===== src/logic/lfc_defines.svh =====
// constants for the lock and fuse configuration block
`ifndef LFC_DEFINES_SVH
`define LFC_DEFINES_SVH
// byte selectors, shared by programmer and firmware pointer index
`define LFC_SEL_LOW       2'h0
`define LFC_SEL_LOCK      2'h1
`define LFC_SEL_EXT       2'h2
`define LFC_SEL_HIGH      2'h3
`define LFC_IDX_LOW       16'h0000
`define LFC_IDX_LOCK      16'h0001
`define LFC_IDX_EXT       16'h0002
`define LFC_IDX_HIGH      16'h0003
// reset values: 0 = programmed, 1 = unprogrammed
`define LFC_LOCK_RST      2'h3
`define LFC_EXT_RST       8'hff
`define LFC_HIGH_RST      8'hdf
`define LFC_LOW_RST       8'h62
// lock encodings
`define LFC_LOCK_NONE     2'h3
`define LFC_LOCK_WRITE    2'h2
`define LFC_LOCK_RSVD     2'h1
`define LFC_LOCK_MAX      2'h0
// unused bit masks, forced to one
`define LFC_LOCK_UNUSED   8'hfc
`define LFC_EXT_UNUSED    8'he0
`define LFC_LOW_UNUSED    8'h20
// field positions
`define LFC_EXT_SELFPROG  0
`define LFC_EXT_ACTBOD    1
`define LFC_EXT_SLPBOD    3
`define LFC_HIGH_BODLVL   0
`define LFC_HIGH_EEKEEP   3
`define LFC_HIGH_WDOG_ON  4
`define LFC_HIGH_SERPROG  5
`define LFC_HIGH_DBGWIRE  6
`define LFC_HIGH_RSTDIS   7
`define LFC_LOW_CKSRC     0
`define LFC_LOW_STARTUP   4
`define LFC_LOW_CLK_OUT   6
`define LFC_LOW_CLK_DIV8  7
`endif


===== src/logic/lfc_pkg.sv =====
// types for the lock and fuse configuration block
`default_nettype none
package lfc_pkg;
  // one register image of the whole block
  typedef struct packed {
    logic [2:0] sync;      // programming-mode pin synchroniser
    logic       mode;      // filtered programming mode
    logic       mode_d;    // mode one cycle ago
    logic       pwr_done;  // power-up latch taken
    logic [1:0] lock;      // stored lock bits
    logic [7:0] ext;       // stored fuse bytes
    logic [7:0] high;
    logic [7:0] low;
    logic [7:0] l_ext;     // latched fuse bytes
    logic [7:0] l_high;
    logic [7:0] l_low;
    logic [7:0] rd_data;
    logic       rd_valid;
    logic       rd_refused;
    logic       wr_refused;
    logic [7:0] fw_data;
    logic       fw_valid;
    logic       ee_erase;
    logic       mem_wr_blk;
    logic       mem_rd_blk;
    logic       fuse_lock;
    logic       self_prog_en;
    logic       ser_ok;
    logic       ee_keep;
  } lfc_state_t;
endpackage
`default_nettype wire


===== src/logic/lfc_config.sv =====
// lock bit and fuse byte store with protection decode and fuse latching
// What this block does
// [RULE1] both lock bits unprogrammed means no memory protection at all
// [RULE2] lock 10 blocks flash and eeprom writes and locks fuses
// [RULE3] lock 00 blocks flash and eeprom reads and writes, fuses locked
// [RULE4] lock writes only raise protection, otherwise jump to maximum
// [RULE5] only chip erase returns lock bits to unprogrammed
// [RULE6] store program memory allowed over whole flash when self-program fuse is 0
// [RULE7] programmed fuse reads 0, unused bits read 1
// [RULE8] extended byte holds sleep and active brown-out modes and self-program
// [RULE9] high byte holds reset, debug, serial, watchdog, eeprom, brown-out level
// [RULE10] serial-program fuse is hidden from the serial path
// [RULE11] reset-disable or debug fuse programmed kills serial programming
// [RULE12] low byte holds divide-by-eight, clock out, start-up, clock source
// [RULE13] lower lock bit programmed locks all fuse bits
// [RULE14] chip erase leaves fuses unchanged
// [RULE15] fuses latched entering programming mode, changes apply after exit
// [RULE16] eeprom-preserve fuse takes effect immediately
// [RULE17] fuses latched at power-up in normal mode
// [RULE18] chip erase keeps eeprom when eeprom-preserve fuse programmed
// [RULE19] firmware index 0 low, 1 lock, 2 extended, 3 high byte
// [RULE20] latched copy changes only at power-up or mode entry and exit
`include "lfc_defines.svh"
`default_nettype none
module lfc_config
  import lfc_pkg::*;
(
  input  wire logic        clk,
  input  wire logic        rst,
  input  wire logic        prog_mode_pin,
  input  wire logic        prog_serial,
  input  wire logic        prog_wr,
  input  wire logic        prog_rd,
  input  wire logic [1:0]  prog_sel,
  input  wire logic [7:0]  prog_wdata,
  input  wire logic        chip_erase,
  output logic       [7:0] prog_rdata,
  output logic             prog_rvalid,
  output logic             prog_rd_refused,
  output logic             prog_wr_refused,
  input  wire logic        fw_rd,
  input  wire logic [15:0] fw_index,
  output logic       [7:0] fw_rdata,
  output logic             fw_rvalid,
  output logic             eeprom_erase,
  output logic             mem_write_block,
  output logic             mem_read_block,
  output logic             fuse_locked,
  output logic             store_program_memory_instruction_en,
  output logic             serial_prog_ok,
  output logic             eeprom_preserve,
  output logic       [7:0] ext_fuse_active,
  output logic       [7:0] high_fuse_active,
  output logic       [7:0] low_fuse_active
);

  lfc_state_t state_ff;
  lfc_state_t nxt_state;

  // protection rank; the reserved code ranks lowest so writing it lands on maximum
  function automatic logic [1:0] lock_rank(input logic [1:0] code);
    logic [1:0] r;
    r = 2'h0;
    unique case (code)
      `LFC_LOCK_NONE:  r = 2'h0;
      `LFC_LOCK_WRITE: r = 2'h1;
      `LFC_LOCK_MAX:   r = 2'h2;
      `LFC_LOCK_RSVD:  r = 2'h0;
    endcase
    return r;
  endfunction

  // byte image for a selector; serial path sees the serial-program bit as 1
  function automatic logic [7:0] pick(input lfc_state_t s, input logic [1:0] sel,
                                      input logic hide);
    logic [7:0] b;
    b = 8'hff;
    unique case (sel)
      `LFC_SEL_LOW:  b = s.low;
      `LFC_SEL_LOCK: b = `LFC_LOCK_UNUSED | {6'h00, s.lock};         // [RULE7]
      `LFC_SEL_EXT:  b = s.ext;
      `LFC_SEL_HIGH: b = s.high | {2'h0, hide, 5'h00};              // [RULE10]
    endcase
    return b;
  endfunction

  logic       path_ok;
  logic       wr_go;
  logic       rd_go;
  logic       fuse_wr;
  logic       chip_go;
  logic [7:0] fuse_val;

  // command qualification; serial path dies when reset pin or debug is taken
  always_comb begin
    path_ok = state_ff.mode && (!prog_serial || state_ff.ser_ok);   // [RULE11]
    wr_go   = prog_wr && path_ok;
    rd_go   = prog_rd && path_ok;
    chip_go = chip_erase && path_ok;
    fuse_wr = wr_go && (prog_sel != `LFC_SEL_LOCK);
    fuse_val = prog_wdata;
    unique case (prog_sel)
      `LFC_SEL_EXT:  fuse_val = prog_wdata | `LFC_EXT_UNUSED;       // [RULE7]
      `LFC_SEL_LOW:  fuse_val = prog_wdata | `LFC_LOW_UNUSED;
      `LFC_SEL_HIGH: fuse_val = prog_serial ?                       // [RULE10]
                       {prog_wdata[7:6], state_ff.high[`LFC_HIGH_SERPROG],
                        prog_wdata[4:0]} : prog_wdata;
      `LFC_SEL_LOCK: fuse_val = prog_wdata;
    endcase
  end

  // next-state of the whole block
  always_comb begin
    nxt_state = state_ff;
    // three-stage pin filter; mode moves when stages two and three agree
    nxt_state.sync = {state_ff.sync[1:0], prog_mode_pin};
    if (state_ff.sync[2] == state_ff.sync[1]) begin
      nxt_state.mode = state_ff.sync[2];
    end
    nxt_state.mode_d     = state_ff.mode;
    nxt_state.pwr_done   = 1'b1;
    nxt_state.rd_valid   = 1'b0;
    nxt_state.rd_refused = prog_rd && !path_ok;
    nxt_state.wr_refused = 1'b0;
    nxt_state.fw_valid   = fw_rd;
    nxt_state.ee_erase   = 1'b0;

    // lock write: raise only, else maximum; never back to 1 here
    if (wr_go && prog_sel == `LFC_SEL_LOCK) begin
      if (lock_rank(prog_wdata[1:0]) > lock_rank(state_ff.lock)) begin
        nxt_state.lock = prog_wdata[1:0];                           // [RULE4]
      end else begin
        nxt_state.lock = `LFC_LOCK_MAX;                             // [RULE4]
      end
    end

    // fuse write refused once the lower lock bit is programmed
    if (fuse_wr) begin
      if (!state_ff.lock[0]) begin
        nxt_state.wr_refused = 1'b1;                                // [RULE13]
      end else begin
        unique case (prog_sel)
          `LFC_SEL_EXT:  nxt_state.ext  = fuse_val;                 // [RULE8]
          `LFC_SEL_HIGH: nxt_state.high = fuse_val;                 // [RULE9]
          `LFC_SEL_LOW:  nxt_state.low  = fuse_val;                 // [RULE12]
          `LFC_SEL_LOCK: nxt_state.low  = state_ff.low;
        endcase
      end
    end
    if (prog_wr && !path_ok) begin
      nxt_state.wr_refused = 1'b1;
    end

    // chip erase clears lock bits only; fuses untouched
    if (chip_go) begin
      nxt_state.lock     = `LFC_LOCK_NONE;                          // [RULE5] [RULE14]
      nxt_state.ee_erase = state_ff.high[`LFC_HIGH_EEKEEP];         // [RULE18]
    end

    // programmer read, one cycle later
    if (rd_go) begin
      nxt_state.rd_valid = 1'b1;
      nxt_state.rd_data  = pick(state_ff, prog_sel, prog_serial);   // [RULE7]
    end

    // firmware read; indices beyond the table read all ones
    if (fw_rd) begin
      nxt_state.fw_data = (fw_index[15:2] == 14'h0000) ?            // [RULE19]
                          pick(state_ff, fw_index[1:0], 1'b0) : 8'hff;
    end

    // latch at first cycle after reset, and on mode entry or exit only
    if (!state_ff.pwr_done || (state_ff.mode != state_ff.mode_d)) begin
      nxt_state.l_ext  = state_ff.ext;                              // [RULE17] [RULE15]
      nxt_state.l_high = state_ff.high;                             // [RULE20]
      nxt_state.l_low  = state_ff.low;
    end

    // decoded controls, registered so every output leaves a flop
    nxt_state.mem_wr_blk = !nxt_state.lock[0] || !nxt_state.lock[1]; // [RULE1] [RULE2] [RULE3]
    nxt_state.mem_rd_blk = (nxt_state.lock == `LFC_LOCK_MAX) ||
                           (nxt_state.lock == `LFC_LOCK_RSVD);      // [RULE3]
    nxt_state.fuse_lock  = !nxt_state.lock[0];                      // [RULE13]
    nxt_state.self_prog_en = !nxt_state.l_ext[`LFC_EXT_SELFPROG];   // [RULE6]
    nxt_state.ser_ok     = nxt_state.l_high[`LFC_HIGH_RSTDIS] &&    // [RULE11]
                           nxt_state.l_high[`LFC_HIGH_DBGWIRE] &&
                           !nxt_state.l_high[`LFC_HIGH_SERPROG];
    // preserve fuse bypasses the latch on purpose
    nxt_state.ee_keep    = !nxt_state.high[`LFC_HIGH_EEKEEP];       // [RULE16]
  end

  // single register for all state; async reset to fresh-part values
  always_ff @(posedge clk or posedge rst) begin
    if (rst) begin
      state_ff            <= '0;
      state_ff.lock       <= `LFC_LOCK_RST;
      state_ff.ext        <= `LFC_EXT_RST;
      state_ff.high       <= `LFC_HIGH_RST;
      state_ff.low        <= `LFC_LOW_RST;
      state_ff.l_ext      <= `LFC_EXT_RST;
      state_ff.l_high     <= `LFC_HIGH_RST;
      state_ff.l_low      <= `LFC_LOW_RST;
      state_ff.rd_data    <= 8'hff;
      state_ff.fw_data    <= 8'hff;
      state_ff.self_prog_en <= 1'b0;
      state_ff.ser_ok     <= 1'b1;
    end else begin
      state_ff <= nxt_state;
    end
  end

  // outputs straight from the register image
  assign prog_rdata       = state_ff.rd_data;
  assign prog_rvalid      = state_ff.rd_valid;
  assign prog_rd_refused  = state_ff.rd_refused;
  assign prog_wr_refused  = state_ff.wr_refused;
  assign fw_rdata         = state_ff.fw_data;
  assign fw_rvalid        = state_ff.fw_valid;
  assign eeprom_erase     = state_ff.ee_erase;
  assign mem_write_block  = state_ff.mem_wr_blk;
  assign mem_read_block   = state_ff.mem_rd_blk;
  assign fuse_locked      = state_ff.fuse_lock;
  assign store_program_memory_instruction_en = state_ff.self_prog_en;
  assign serial_prog_ok   = state_ff.ser_ok;
  assign eeprom_preserve  = state_ff.ee_keep;
  assign ext_fuse_active  = state_ff.l_ext;
  assign high_fuse_active = state_ff.l_high;
  assign low_fuse_active  = state_ff.l_low;

  // checks next to the logic
  property p_no_lock;
    @(posedge clk) disable iff (rst)
    (state_ff.lock == `LFC_LOCK_NONE) |-> (!mem_write_block && !mem_read_block);
  endproperty
  a_no_lock: assert property (p_no_lock) // [RULE1]
    else $error("unlocked part shows protection");

  property p_write_lock;
    @(posedge clk) disable iff (rst)
    (state_ff.lock == `LFC_LOCK_WRITE) |-> (mem_write_block && !mem_read_block && fuse_locked);
  endproperty
  a_write_lock: assert property (p_write_lock) // [RULE2]
    else $error("write-lock mode decoded wrongly");

  property p_full_lock;
    @(posedge clk) disable iff (rst)
    (state_ff.lock == `LFC_LOCK_MAX) |-> (mem_write_block && mem_read_block && fuse_locked);
  endproperty
  a_full_lock: assert property (p_full_lock) // [RULE3]
    else $error("full-lock mode decoded wrongly");

  property p_lock_raise;
    @(posedge clk) disable iff (rst)
    (wr_go && prog_sel == `LFC_SEL_LOCK && !chip_go &&
     lock_rank(prog_wdata[1:0]) <= lock_rank(state_ff.lock)) |=> (state_ff.lock == `LFC_LOCK_MAX);
  endproperty
  a_lock_raise: assert property (p_lock_raise) // [RULE4]
    else $error("non-raising lock write did not reach maximum");

  property p_lock_clear;
    @(posedge clk) disable iff (rst)
    $rose(state_ff.lock[0]) || $rose(state_ff.lock[1]) |-> $past(chip_go);
  endproperty
  a_lock_clear: assert property (p_lock_clear) // [RULE5]
    else $error("lock bit returned to 1 without chip erase");

  property p_fuse_locked;
    @(posedge clk) disable iff (rst)
    (fuse_wr && fuse_locked) |=> $stable({state_ff.ext, state_ff.high, state_ff.low});
  endproperty
  a_fuse_locked: assert property (p_fuse_locked) // [RULE13]
    else $error("fuse changed while locked");

  property p_erase_keeps;
    @(posedge clk) disable iff (rst)
    (chip_go && !fuse_wr) |=> $stable({state_ff.ext, state_ff.high, state_ff.low});
  endproperty
  a_erase_keeps: assert property (p_erase_keeps) // [RULE14]
    else $error("chip erase altered a fuse");

  property p_latch_hold;
    @(posedge clk) disable iff (rst)
    (state_ff.pwr_done && state_ff.mode == state_ff.mode_d) |=>
      $stable({state_ff.l_ext, state_ff.l_high, state_ff.l_low});
  endproperty
  a_latch_hold: assert property (p_latch_hold) // [RULE20]
    else $error("latched fuses moved outside a latch event");

  property p_eekeep;
    @(posedge clk) disable iff (rst)
    fuse_wr && !fuse_locked && prog_sel == `LFC_SEL_HIGH |=>
      eeprom_preserve == !$past(prog_wdata[`LFC_HIGH_EEKEEP]);
  endproperty
  a_eekeep: assert property (p_eekeep) // [RULE16]
    else $error("preserve fuse did not act at once");

  property p_fw_lock;
    @(posedge clk) disable iff (rst)
    (fw_rd && fw_index == `LFC_IDX_LOCK) |=>
      (fw_rvalid && fw_rdata == {6'h3f, $past(state_ff.lock)});
  endproperty
  a_fw_lock: assert property (p_fw_lock) // [RULE19]
    else $error("firmware lock read wrong");

  property p_self_prog;
    @(posedge clk) disable iff (rst)
    state_ff.pwr_done |->
      (store_program_memory_instruction_en == !ext_fuse_active[`LFC_EXT_SELFPROG]);
  endproperty
  a_self_prog: assert property (p_self_prog) // [RULE6]
    else $error("self-program enable disagrees with latched fuse");

  property p_serial_dead;
    @(posedge clk) disable iff (rst)
    (prog_rd && prog_serial && !serial_prog_ok) |=> (prog_rd_refused && !prog_rvalid);
  endproperty
  a_serial_dead: assert property (p_serial_dead) // [RULE11]
    else $error("serial read taken while serial path is off");

  property p_fuse_refused;
    @(posedge clk) disable iff (rst)
    (fuse_wr && fuse_locked) |=> prog_wr_refused;
  endproperty
  a_fuse_refused: assert property (p_fuse_refused) // [RULE13]
    else $error("fuse write while locked was not refused");

  property p_erase_ee;
    @(posedge clk) disable iff (rst)
    chip_go |=> (eeprom_erase == $past(state_ff.high[`LFC_HIGH_EEKEEP]));
  endproperty
  a_erase_ee: assert property (p_erase_ee) // [RULE18]
    else $error("eeprom erase pulse disagrees with preserve fuse");

  property p_unused_ones;
    @(posedge clk) disable iff (rst)
    1'b1 |-> (((ext_fuse_active & `LFC_EXT_UNUSED) == `LFC_EXT_UNUSED) &&
              ((low_fuse_active & `LFC_LOW_UNUSED) == `LFC_LOW_UNUSED));
  endproperty
  a_unused_ones: assert property (p_unused_ones) // [RULE7]
    else $error("unused fuse bit reads programmed");

  property p_serial_hide;
    @(posedge clk) disable iff (rst)
    (rd_go && prog_serial && prog_sel == `LFC_SEL_HIGH) |=> prog_rdata[`LFC_HIGH_SERPROG];
  endproperty
  a_serial_hide: assert property (p_serial_hide) // [RULE10]
    else $error("serial path saw the serial-enable fuse");

  property p_fw_range;
    @(posedge clk) disable iff (rst)
    (fw_rd && fw_index[15:2] != 14'h0000) |=> (fw_rvalid && fw_rdata == 8'hff);
  endproperty
  a_fw_range: assert property (p_fw_range) // [RULE19]
    else $error("firmware read beyond the table not all ones");

endmodule // lfc_config
`default_nettype wire


===== config.mk =====
export PLATFORM = sky130hd
export DESIGN_NAME = lfc_config
export DESIGN_NICKNAME = d
export VERILOG_FILES = /design/src/logic/lfc_pkg.sv /design/src/logic/lfc_config.sv
export VERILOG_INCLUDE_DIRS = /design/src /design/src/logic
export SDC_FILE = /design/constraint.sdc
export NUM_CORES = 1
export LEC_CHECK = 0
export ABC_AREA = 1
export BUFFER_PORTS_ARGS = -buffer_cell sky130_fd_sc_hd__buf_2
export CAP_MARGIN = 10
export CELL_PAD_IN_SITES_DETAIL_PLACEMENT = 2
export CELL_PAD_IN_SITES_GLOBAL_PLACEMENT = 2
export CORE_MARGIN = 4
export CORE_UTILIZATION = 32
export DETAILED_ROUTE_END_ITERATION = 10
export PLACE_DENSITY = 0.88
export SYNTH_ARGS = -nofsm -noshare
export SYNTH_HDL_FRONTEND = slang
export SYNTH_SLANG_ARGS = --single-unit

===== constraint.sdc =====
create_clock -name clk -period 2.4 [get_ports clk]
set_input_delay 0.12 -clock clk [delete_from_list [all_inputs] [get_ports clk]]
set_output_delay 0.12 -clock clk [all_outputs]
set_load 0.05 [all_outputs]

# Word level (Yosys, flattened, before mapping)
# Cells that the tools add are included.
# W data, S select, Z words.
# word_totals
register_bits	83
in_bits	34
output_inout_bits	51
# op_classes
n_lt_le_gt_ge	1
n_eq_ne	16
n_mux	22
bitwise	1
n_reduce_logical	33
# ops
cell	count
$pmux W8 S4	2
$mux W12	2
$mux W17	1
$eq A2 B2 Y1 const B	8
$mux W8	2
$pmux W8 S2	1
$logic_not A14 Y1	1
$pmux W2 S3	2
$eq A2 B1 Y1 const B	5
$logic_and A1 B1 Y1	10
$logic_not A2 Y1	5
$mux W2	5
$reduce_and A3 Y1	3
$logic_not A1 Y1	8
$or A8 B6 Y8	1
$mux W6	1
$mux W1	5
$logic_or A1 B1 Y1	4
$mux W4	1
$reduce_or A2 Y1	2
$gt A2 B2 Y1	1
$ne A2 B1 Y1 const B	1
$eq A1 B1 Y1	1
$ne A1 B1 Y1	1

# Depth between registers and ports, before layout
# Gate-level depths: netlist of the first run.
# logic_depth
word_depth	12
ltp_mapped	11
ltp_nobuf	10

# Least setup slack after synthesis of the first run
# OpenSTA, ideal clock, no wires.
# synth_path
path_kind	flip-flop to flip-flop
startpoint	reg state_ff[75] in the netlist's numbering
endpoint	reg state_ff (netlist bit mem_write_block)
setup_time_ns	0.120
arrival_ns	1.428
slack_ns	0.852
stages_incl_launch_ff	12
n_path_buf	1
synth_period_minus_slack_ns	1.548
path_cell_list	dfstp_2 buf_4 inv_1 nand2_1 ha_1 inv_1 o21bai_1 nand2_1 nor2_1 nand2_1 nand2_1 nand2_1
# synth_rtl
item	line	source
from (decl)	lfc_config.sv:57	lfc_state_t state_ff;
from (signal assigned)	lfc_config.sv:208	state_ff <= nxt_state;

==> qor.csv, run 1 <==
metric;value;unit
io_pins;85;
drc;0;
worst_path_max_delay_cell;dfstp_2;
worst-r2r-cell-count;10;
grt-ovfl-total;0;
core;12700;sq um
synth_nets;537;
start_util;32.8;%
p_leak;2.32;nW
synth_edf_count;0;
cp_max_fo;9;
finalSetupViolations;0;
use_met2;33.6;%
fmax;562;MHz
finalHoldViolCount;0;
clock-sinks;83;
cts.htree.levels;3;
synth_cell_type_count;30;
antenna_found_initial;0;
slowest_delay;0.65;ns
cts.repair.resized;0;
power.density;1050;nW/um^2
avgSynthCellArea;8.40;sq um
cts_buffers;9;
slew_headroom;56.5;%
synth_area;4180;sq um
cts_setup_buffers;0;
grt.met3_usage;5.44;%
drt_pre_antenna_iters;5;
clk_pin_slew_worst_paths;0.06;ns
route.final.wire_length;13.2;mm
synth_seq_cells;83;
fp.dieH;122;um
r2r_slack;0.62;ns
path_buf_inv;2;
min_path_type;in -> reg;
grt_pass1_vias;4029;
insertion_delay;0.35;ns
maxCapViolCount;0;
slew_viol_final;0;
rsz0062_at_grt;false;
yosys_warnings;0;
worst_pin_slew;0.649;ns
grt_pass1_wl;21.6;mm
use_met1;22.5;%
required;2.64;ns
seq_area_frac_synth;51.4;%
avgRoutedWirePerCell;18.3;um
hp-start;prog_wdata[2];
vias;3486;
vdd_drop_max;0.605;mV
finalClockSkew;0.00605;ns
grt.total_usage;19.1;%
holdPathStages;3;
r2r_start;state_ff[75];
grt_max_degree;51;
cts_buffer_depth;2;
drive_gt1_share;31.5;%
fp.dieW;122;um
drt_iter0_markers;167;
endpoint_kind;register;
worstHoldEndpoint;state_ff[61];
ant_nets;0;
place.detailed.hpwl;9.72;mm
arrival;2.02;ns
cp_top_family;flip-flops;
ctsHoldBuffers;4;
vias_per_cell;4.81;
path_class;reg -> reg;
r2r_end;mem_write_block;
report.power.total;5.05;mW
cp_cell_sequence;inv_1, nand2_1, ha_1, inv_1, o21bai_1, nand2_1, nor2_1, nand2_1, nand2_1, nand2_1;
area_growth;15.0;%
fin_crit;1.78;ns
outcome;completed;
nets;587;
busiest_layer;met2;
antenna_cells;0;
tritoncts;yes;
post-place-ws;0.671;ns
synthCells;497;
gp_congestion;0.887;
worst_path_most_repeated_cell;nand2_1;
startpoint_type;register;
min_period_over_period;74.1;%
fin_ws;0.622;ns
final_core_util;37.8;%
rows;41;
cp-startpoint;state_ff[75];
clock-root-buffer;clkbuf_16;
setup_tns;0;ns
io_buffers;84;
dieArea;14900;sq um
ys.flop_type;dfstp_2;
async_reset_ff_share;100;%
==> Yosys cell counts, drive strengths merged (2+ instances only) <==
cell	instances	area, sq um
ha	6	75.1
buf	52	394
dfrtp	28	701
nor2	54	213
nor3	2	21.3
a21oi	16	87.6
inv	56	210
clkbuf	3	11.3
nand2	140	526
nand3	32	185
o211ai	8	60.1
nand4	7	43.8
dfstp	55	1450
o21ai	32	164
==> tightest hold or removal path, delay by kind of cell <==
family        cells  cell delay [ns]
buf+inv           1             0.12
simple gates      2             0.13
==> per-layer routing <==
metal,share of wire (%),vias to the layer above
li1,-,1610
met1,42,1759
met2,51,95
met3,4.2,22
met4,2.3,0
met5,0,-
==> through the flow <==
step	instances	hold slack [ns]	cell area (sq um)
2_1_floorplan	497	0.151	4180
3_3_place_gp	704	0.204	4460
3_5_place_dp	704	0.214	4460
4_1_cts	724	0.00610	4800
5_1_grt	724	0.0224	4800
6_report	724	0.0159	4800
==> cell usage in the layout (no fill, tap or decap), types with 6 or more instances in the layout <==
cell type	netlist	layout
a21oi_1	14	14
buf_2	6	84
clkbuf_16	0	9
dfrtp_1	28	28
dfstp_2	55	55
ha_1	6	6
inv_1	52	51
nand2_1	140	140
nand3_1	27	27
nand4_1	7	7
nor2_1	52	52
o211ai_1	8	8
o21ai_0	10	10
o21ai_1	21	21
==> final cells by class <==
cell class / instances / area, sq um
clock inverters: 2 / 35.0
clock buffers: 14 / 264
flip-flops and latches: 83 / 2150
repair buffers: 94 / 518
multi-input cells: 302 / 1410
well taps: 172 / 215
fillers: 1485 / 7920
inverters: 57 / 215
==> worst max path at each step <==
stage,endpoint,slack (ns),cells after the start
floorplan,eeprom_erase,0.23,1
global placement,prog_rdata[5],0.80,7
detailed placement,mem_write_block,0.67,10
CTS,mem_write_block,0.61,10
global route,mem_write_block,0.40,10
finish,mem_write_block,0.62,10
==> flip-flops by register name (all words and copies together) (netlist names), 3 cells and up <==
| name | cells |
|---|---|
| low_fuse_active | 8 |
| prog_rdata | 8 |
| nxt_state | 3 |
| ext_fuse_active | 8 |
| fw_rdata | 8 |
| state_ff | 29 |
| high_fuse_active | 8 |
==> cells by family after synthesis <==
| group | count (synthesis) | share of synthesized area, % |
|---|---|---|
| adders and majority gates | 7 | 2.04 |
| buffers and inverters | 112 | 14.8 |
| and+or+nand+nor | 236 | 23.8 |
| DFF | 83 | 51.4 |
| AOI/OAI and AO/OA | 58 | 7.82 |
| other | 1 | 0.0898 |
==> where the power goes <==
group          switching, mW  internal, mW  leakage, nW
Combinational           1.17         0.358         1.25
Clock                  0.560         0.863        0.147
Sequential             0.254          1.85        0.923
Note: power is estimated with default switching activity, not from simulation.
==> run 2: changes to the inputs <==
ABC_AREA = 0   (was 1)
PLACE_DENSITY = 0.84   (was 0.88)
clock period = 1.55 ns   (was 2.4 ns; I/O delays follow)
==> run 2 against run 1 <==
The flow now finishes with violations (setup timing). Synthesized cell count decreased by 36%. Critical path type unchanged. Largest cell class unchanged. Synthesized area decreased by 5.7%. Clock power grew 53%. Combinational power increased by 99%. Count of clock-buffer cells in the layout is 4 lower. Maximum frequency grew 5.3%. Final cell count fell by 25%. Largest power group unchanged.
==> qor.csv, run 2 <==
metric;value;unit
synth_top_area_share;36.7;%
outcome;complete, but fails checks;
gp_congestion;0.792;
fp.dieW;119;um
finalSetupViolations;32;
area_growth;23.6;%
synth_cell_type_count;35;
finalHoldViolCount;0;
vias;2731;
async_reset_ff_share;100;%
fin_ws;-0.138;ns
clock-root-buffer;clkbuf_16;
power.density;1800;nW/um^2
yosysMostFrequentCell;dfstp_2;
layout_common_cells;buf_2 (84), dfstp_2 (55), mux2_2 (53);
ys.flop_type;dfstp_2;
maxCapViolCount;0;
synth_top_family_by_area;multiplexers;
cts_buffer_depth;2;
route.final.wire_length;11.7;mm
largest-register;state_ff;
drive_gt1_share;64.8;%
finalClockSkew;0.00747;ns
synth_edf_count;0;
cts_buffers;9;
synthAdderAreaFrac;2.16;%
final_common_cell;buf_2;
vdd_drop_max;0.662;mV
avgRoutedWirePerCell;21.6;um
setup_tns;-1.90;ns
fin_crit;1.69;ns
post-place-ws;-0.171;ns
grt.total_usage;16.1;%
seq_area_frac_synth;54.5;%
antenna_cells;0;
min_period_over_period;109;%
grt-ovfl-total;0;
dieArea;14100;sq um
start_util;32.8;%
io_pins;85;
nets;430;
synthTopCellsByArea;dfstp_2 (37%), dfrtp_1 (18%), mux2_2 (15%), buf_4 (7.6%), mux2i_1 (2.3%);
endpoint_kind;register;
avgSynthCellArea;12.4;sq um
slew_headroom;61.7;%
fmax;592;MHz
synth_compound_area_share;7.24;%
drt_iter0_markers;98;
largest_register_ffs;29;
io_buffers;84;
slew_viol_final;0;
placed_cells;516;
final_core_util;40.5;%
drt_pre_antenna_iters;4;
yosys_warnings;0;
fin_cells;542;
grt_pass1_wl;17.6;mm
synthCells;317;
clock-sinks;83;
required;1.82;ns
synth_seq_cells;83;
fp.dieH;119;um
min_path_type;in -> reg;
path_class;reg -> reg;
clk_pin_slew_worst_paths;0.06;ns
design_area;4870;sq um
drc;0;
p_leak;2.22;nW
synth_top_cell_by_area;dfstp_2;
insertion_delay;0.35;ns
yosys.area_share.simple;7.34;%
dpl_cell_area;4380;sq um
grt_max_degree;84;
ant_nets;0;
rows;40;
synth_nets;357;
fillCellCount;1210;
violations;setup timing;
cp_max_fo;3;
tritoncts;yes;
arrival;1.95;ns
synth_mux_area_share;18.9;%
startpoint_type;register;
worst_pin_slew;0.574;ns
rsz0062_at_grt;true;
synthXorXnorAreaFrac;0.222;%
synth_area;3940;sq um
core;12000;sq um
synth_common_cells;dfstp_2 (55), mux2_2 (54), buf_4 (40);
vias_per_cell;5.04;
place.detailed.hpwl;7.96;mm
cts.htree.levels;3;
antenna_found_initial;0;
grt_pass1_vias;3111;
-- run 2: per-stage QoR --
step	hold slack, ns	total power [mW]
2_1_floorplan	0.109	6.00
3_3_place_gp	0.190	6.35
3_5_place_dp	0.192	6.50
4_1_cts	0.00449	8.73
5_1_grt	0.0157	9.19
6_report	0.0117	8.79
-- run 2: worst paths after layout --
check,depth (start not counted),to,slack (ns),startpoint
min in group asynchronous,4,prog_rvalid,0.37,rst
min reg2reg,0,nxt_state[82],0.35,nxt_state[81]
max in group asynchronous,4,state_ff[75],0.74,rst
max reg2reg,6,state_ff[76],-0.14,state_ff[76]
min,2,eeprom_erase,0.01,chip_erase
max,6,state_ff[76],-0.14,state_ff[76]
-- run 2: logic make-up after synthesis --
group	Yosys count
flip-flops	83
multiplexers	65
buffers and inverters	59
AND/OR/NAND/NOR	56
AO/OA/AOI/OAI	45
adder cells (fa/ha/maj)	7
other	1
XOR/XNOR	1
-- run 2: critical path: stages (launching register included) --
cell and delay (ns):
dfstp_2 0.57, nor2b_2 0.19, ha_1 0.24, nor2b_4 0.06, o211ai_1 0.22, nor2_2 0.09
a211o_1 0.24
-- run 2: cell type report --
class | count | area (sq um) | share of cell area, %
inverter | 9 | 37.5 | 0.771
multi-input combinational | 175 | 1530 | 31.5
sequential | 83 | 2150 | 44.1
clock buffer | 10 | 239 | 4.91
tap | 147 | 184 | 3.78
clock inverter | 6 | 55.1 | 1.13
timing repair buffer | 112 | 676 | 13.9
-- run 2: power breakdown --
group | total [mW] | internal [mW] | leakage, nW | switching (mW)
combinational | 3.04 | 0.976 | 1.15 | 2.06
clock | 2.17 | 1.28 | 0.152 | 0.892
sequential | 3.58 | 3.05 | 0.921 | 0.531
total | 8.79 | 5.30 | 2.22 | 3.48
-- run 2: layer usage --
| layer | track usage [%] | wire length (um) | up-vias |
|---|---|---|---|
| met3 | 3.61 | 560 | 19 |
| met4 | 8.40 | 335 | 0 |
| met5 | 0 | 0 | - |
| met2 | 26.8 | 5850 | 83 |
| met1 | 19.6 | 4990 | 1414 |
| li1 | - | - | 1215 |
-- run 2: repair_timing --
action | CTS | global route
hold buffers | 5 | 0
cloned | 0 | 0
gates resized for setup | 9 | 17
endpoints found under the hold margin | 32 | 0
pin swaps | 9 | 5
endpoints found under the setup margin | 36 | 43
buffers inserted | 2 | 3
==> run 3: changes to the inputs <==
GPL_TIMING_DRIVEN = 0   (was default)
==> run 3 against run 2 <==
First-iteration DRC count decreased by 24%. Power increased by 4.8%. The run ends with hold timing, setup timing left. Count of clock-buffer cells in the layout increased by 2. Sequential cell count unchanged. Routed wire length increased by 8.4%. Sequential share of layout area decreased by 2.6 points. Largest power group unchanged. Maximum frequency decreased by 6.7%. Hold slack got worse by 0.017 ns. Sequential power increased by 2%. Core utilization increased by 2.5 points.
==> qor.csv, run 3 (same netlist as run 2, synthesis figures left out) <==
metric;value;unit
nets;471;
rows;40;
finalSetupViolations;29;
report.power.total;9.21;mW
grt-ovfl-total;0;
finalHoldViolCount;1;
grt_pass1_wl;19.1;mm
maxCapViolCount;0;
whs;-0.00498;ns
grt.total_usage;17.4;%
endpoint_kind;register;
slew_headroom;39.9;%
io_pins;85;
ant_nets;0;
drt_iter0_markers;74;
required;1.81;ns
busiest_layer;met2;
fmax;553;MHz
use_met2;31.9;%
avgRoutedWirePerCell;21.8;um
cts.htree.levels;3;
place.detailed.hpwl;7.88;mm
cts_buffers;9;
startpoint_type;register;
grt_max_degree;44;
fp.dieW;119;um
min_path_type;in -> reg;
layout_common_cells;buf_2 (85), dfstp_2 (55), buf_4 (52);
grt.met3_usage;3.32;%
core;12000;sq um
vias_per_cell;4.96;
gp_congestion;0.761;
violations;hold timing, setup timing;
slew_viol_final;0;
fp.dieH;119;um
vdd_drop_max;0.752;mV
path_class;reg -> reg;
fin_ws;-0.259;ns
final_common_cell;buf_2;
fillCellCount;1217;
insertion_delay;0.33;ns
placed_cells;548;
drt_pre_antenna_iters;4;
drc;0;
largest_register_ffs;29;
cts_buffer_depth;2;
tritoncts;yes;
arrival;2.07;ns
dieArea;14100;sq um
outcome;complete, but fails checks;
io_buffers;83;
start_util;32.8;%
p_leak;2.40;nW
clock-root-buffer;clkbuf_16;
route.final.wire_length;12.7;mm
min_period_over_period;117;%
cp_max_fo;5;
vias;2893;
fin_cells;583;
finalClockSkew;0.00786;ns
area_growth;31.4;%
clock-sinks;83;
power.density;1780;nW/um^2
drive_gt1_share;66.9;%
worst_pin_slew;0.900;ns
largest-register;state_ff;
grt_pass1_vias;3346;
rsz0062_at_grt;true;
clk_pin_slew_worst_paths;0.06;ns
use_met1;20.0;%
antenna_found_initial;2;
fin_crit;1.81;ns
post-place-ws;-0.265;ns
run 3: cell types whose count changed in the layout (fill, tap and decap cells not counted), sizes merged:
cell,before,now
dlygate4sd3,5,4
clkinv,5,2
buf,107,143
clkbuf,10,17
diode,0,1
nand2,20,21
run 3: worst paths after layout:
path                          startpoint         endpoint  slack, ns  cells past startpoint
setup / recovery            state_ff[75]     state_ff[75]      -0.26                      6
hold / removal             prog_wdata[3]  eeprom_preserve     -0.005                      2
setup reg to reg            state_ff[75]     state_ff[75]      -0.26                      6
hold reg to reg            nxt_state[81]    nxt_state[82]       0.35                      0
max in group asynchronous            rst     state_ff[61]       0.31                      4
min in group asynchronous            rst      prog_rvalid       0.48                      3
run 3: report_power, final:
part	total, mW	internal [mW]	leakage (nW)	switching (mW)
clock	2.07	1.24	0.136	0.832
combinational	3.51	1.34	1.34	2.16
sequential	3.64	3.05	0.921	0.582
total	9.21	5.63	2.40	3.58
run 3: per-layer routing:
metal	share of wire (%)	up-vias
li1	-	1300
met1	41	1475
met2	52	95
met3	4.4	21
met4	2.1	2
met5	0.13	-
run 3: area by class of cell:
type                       count  area, sq um  share of cell area [%]
clock inverter                 3         40.0                   0.774
timing repair buffer         103          599                    11.6
tap                          147          184                    3.56
sequential                    83         2150                    41.5
antenna                        1         2.50                  0.0484
multi-input combinational    176         1580                    30.5
clock buffer                  12          236                    4.57
inverter                       9         37.5                   0.726
buffer                        49          352                    6.80
run 3: stage by stage:
step | utilization (%) | area (sq um) | hold WS (ns) | TNS (ns)
after floorplan | - | 3960 | 0.109 | -4.82
after global placement | 37.9 | 4560 | 0.189 | -6.94
after detailed placement | 38.1 | 4580 | 0.192 | -9.94
after CTS | 42.2 | 5060 | 0.00428 | -2.83
after global routing | 43.1 | 5170 | 0.00118 | -6.03
final | 43.1 | 5170 | -0.00498 | -4.66
run 3: worst max-delay path, stage by stage (launching register included):
cell and delay [ns]:
dfstp_2 0.63, or2_4 0.16, ha_4 0.19, nor2b_4 0.13, o211ai_1 0.30, nor2_4 0.09
a211o_1 0.24
run 3: repair_timing:
item                                    4_1_cts  5_1_grt
endpoints found under the setup margin       58       56
gates resized for setup                      26       11
hold buffers                                  4        0
pin swaps                                     9        6
cloned                                        0        1
endpoints found under the hold margin        22        0
buffers inserted                              9        6
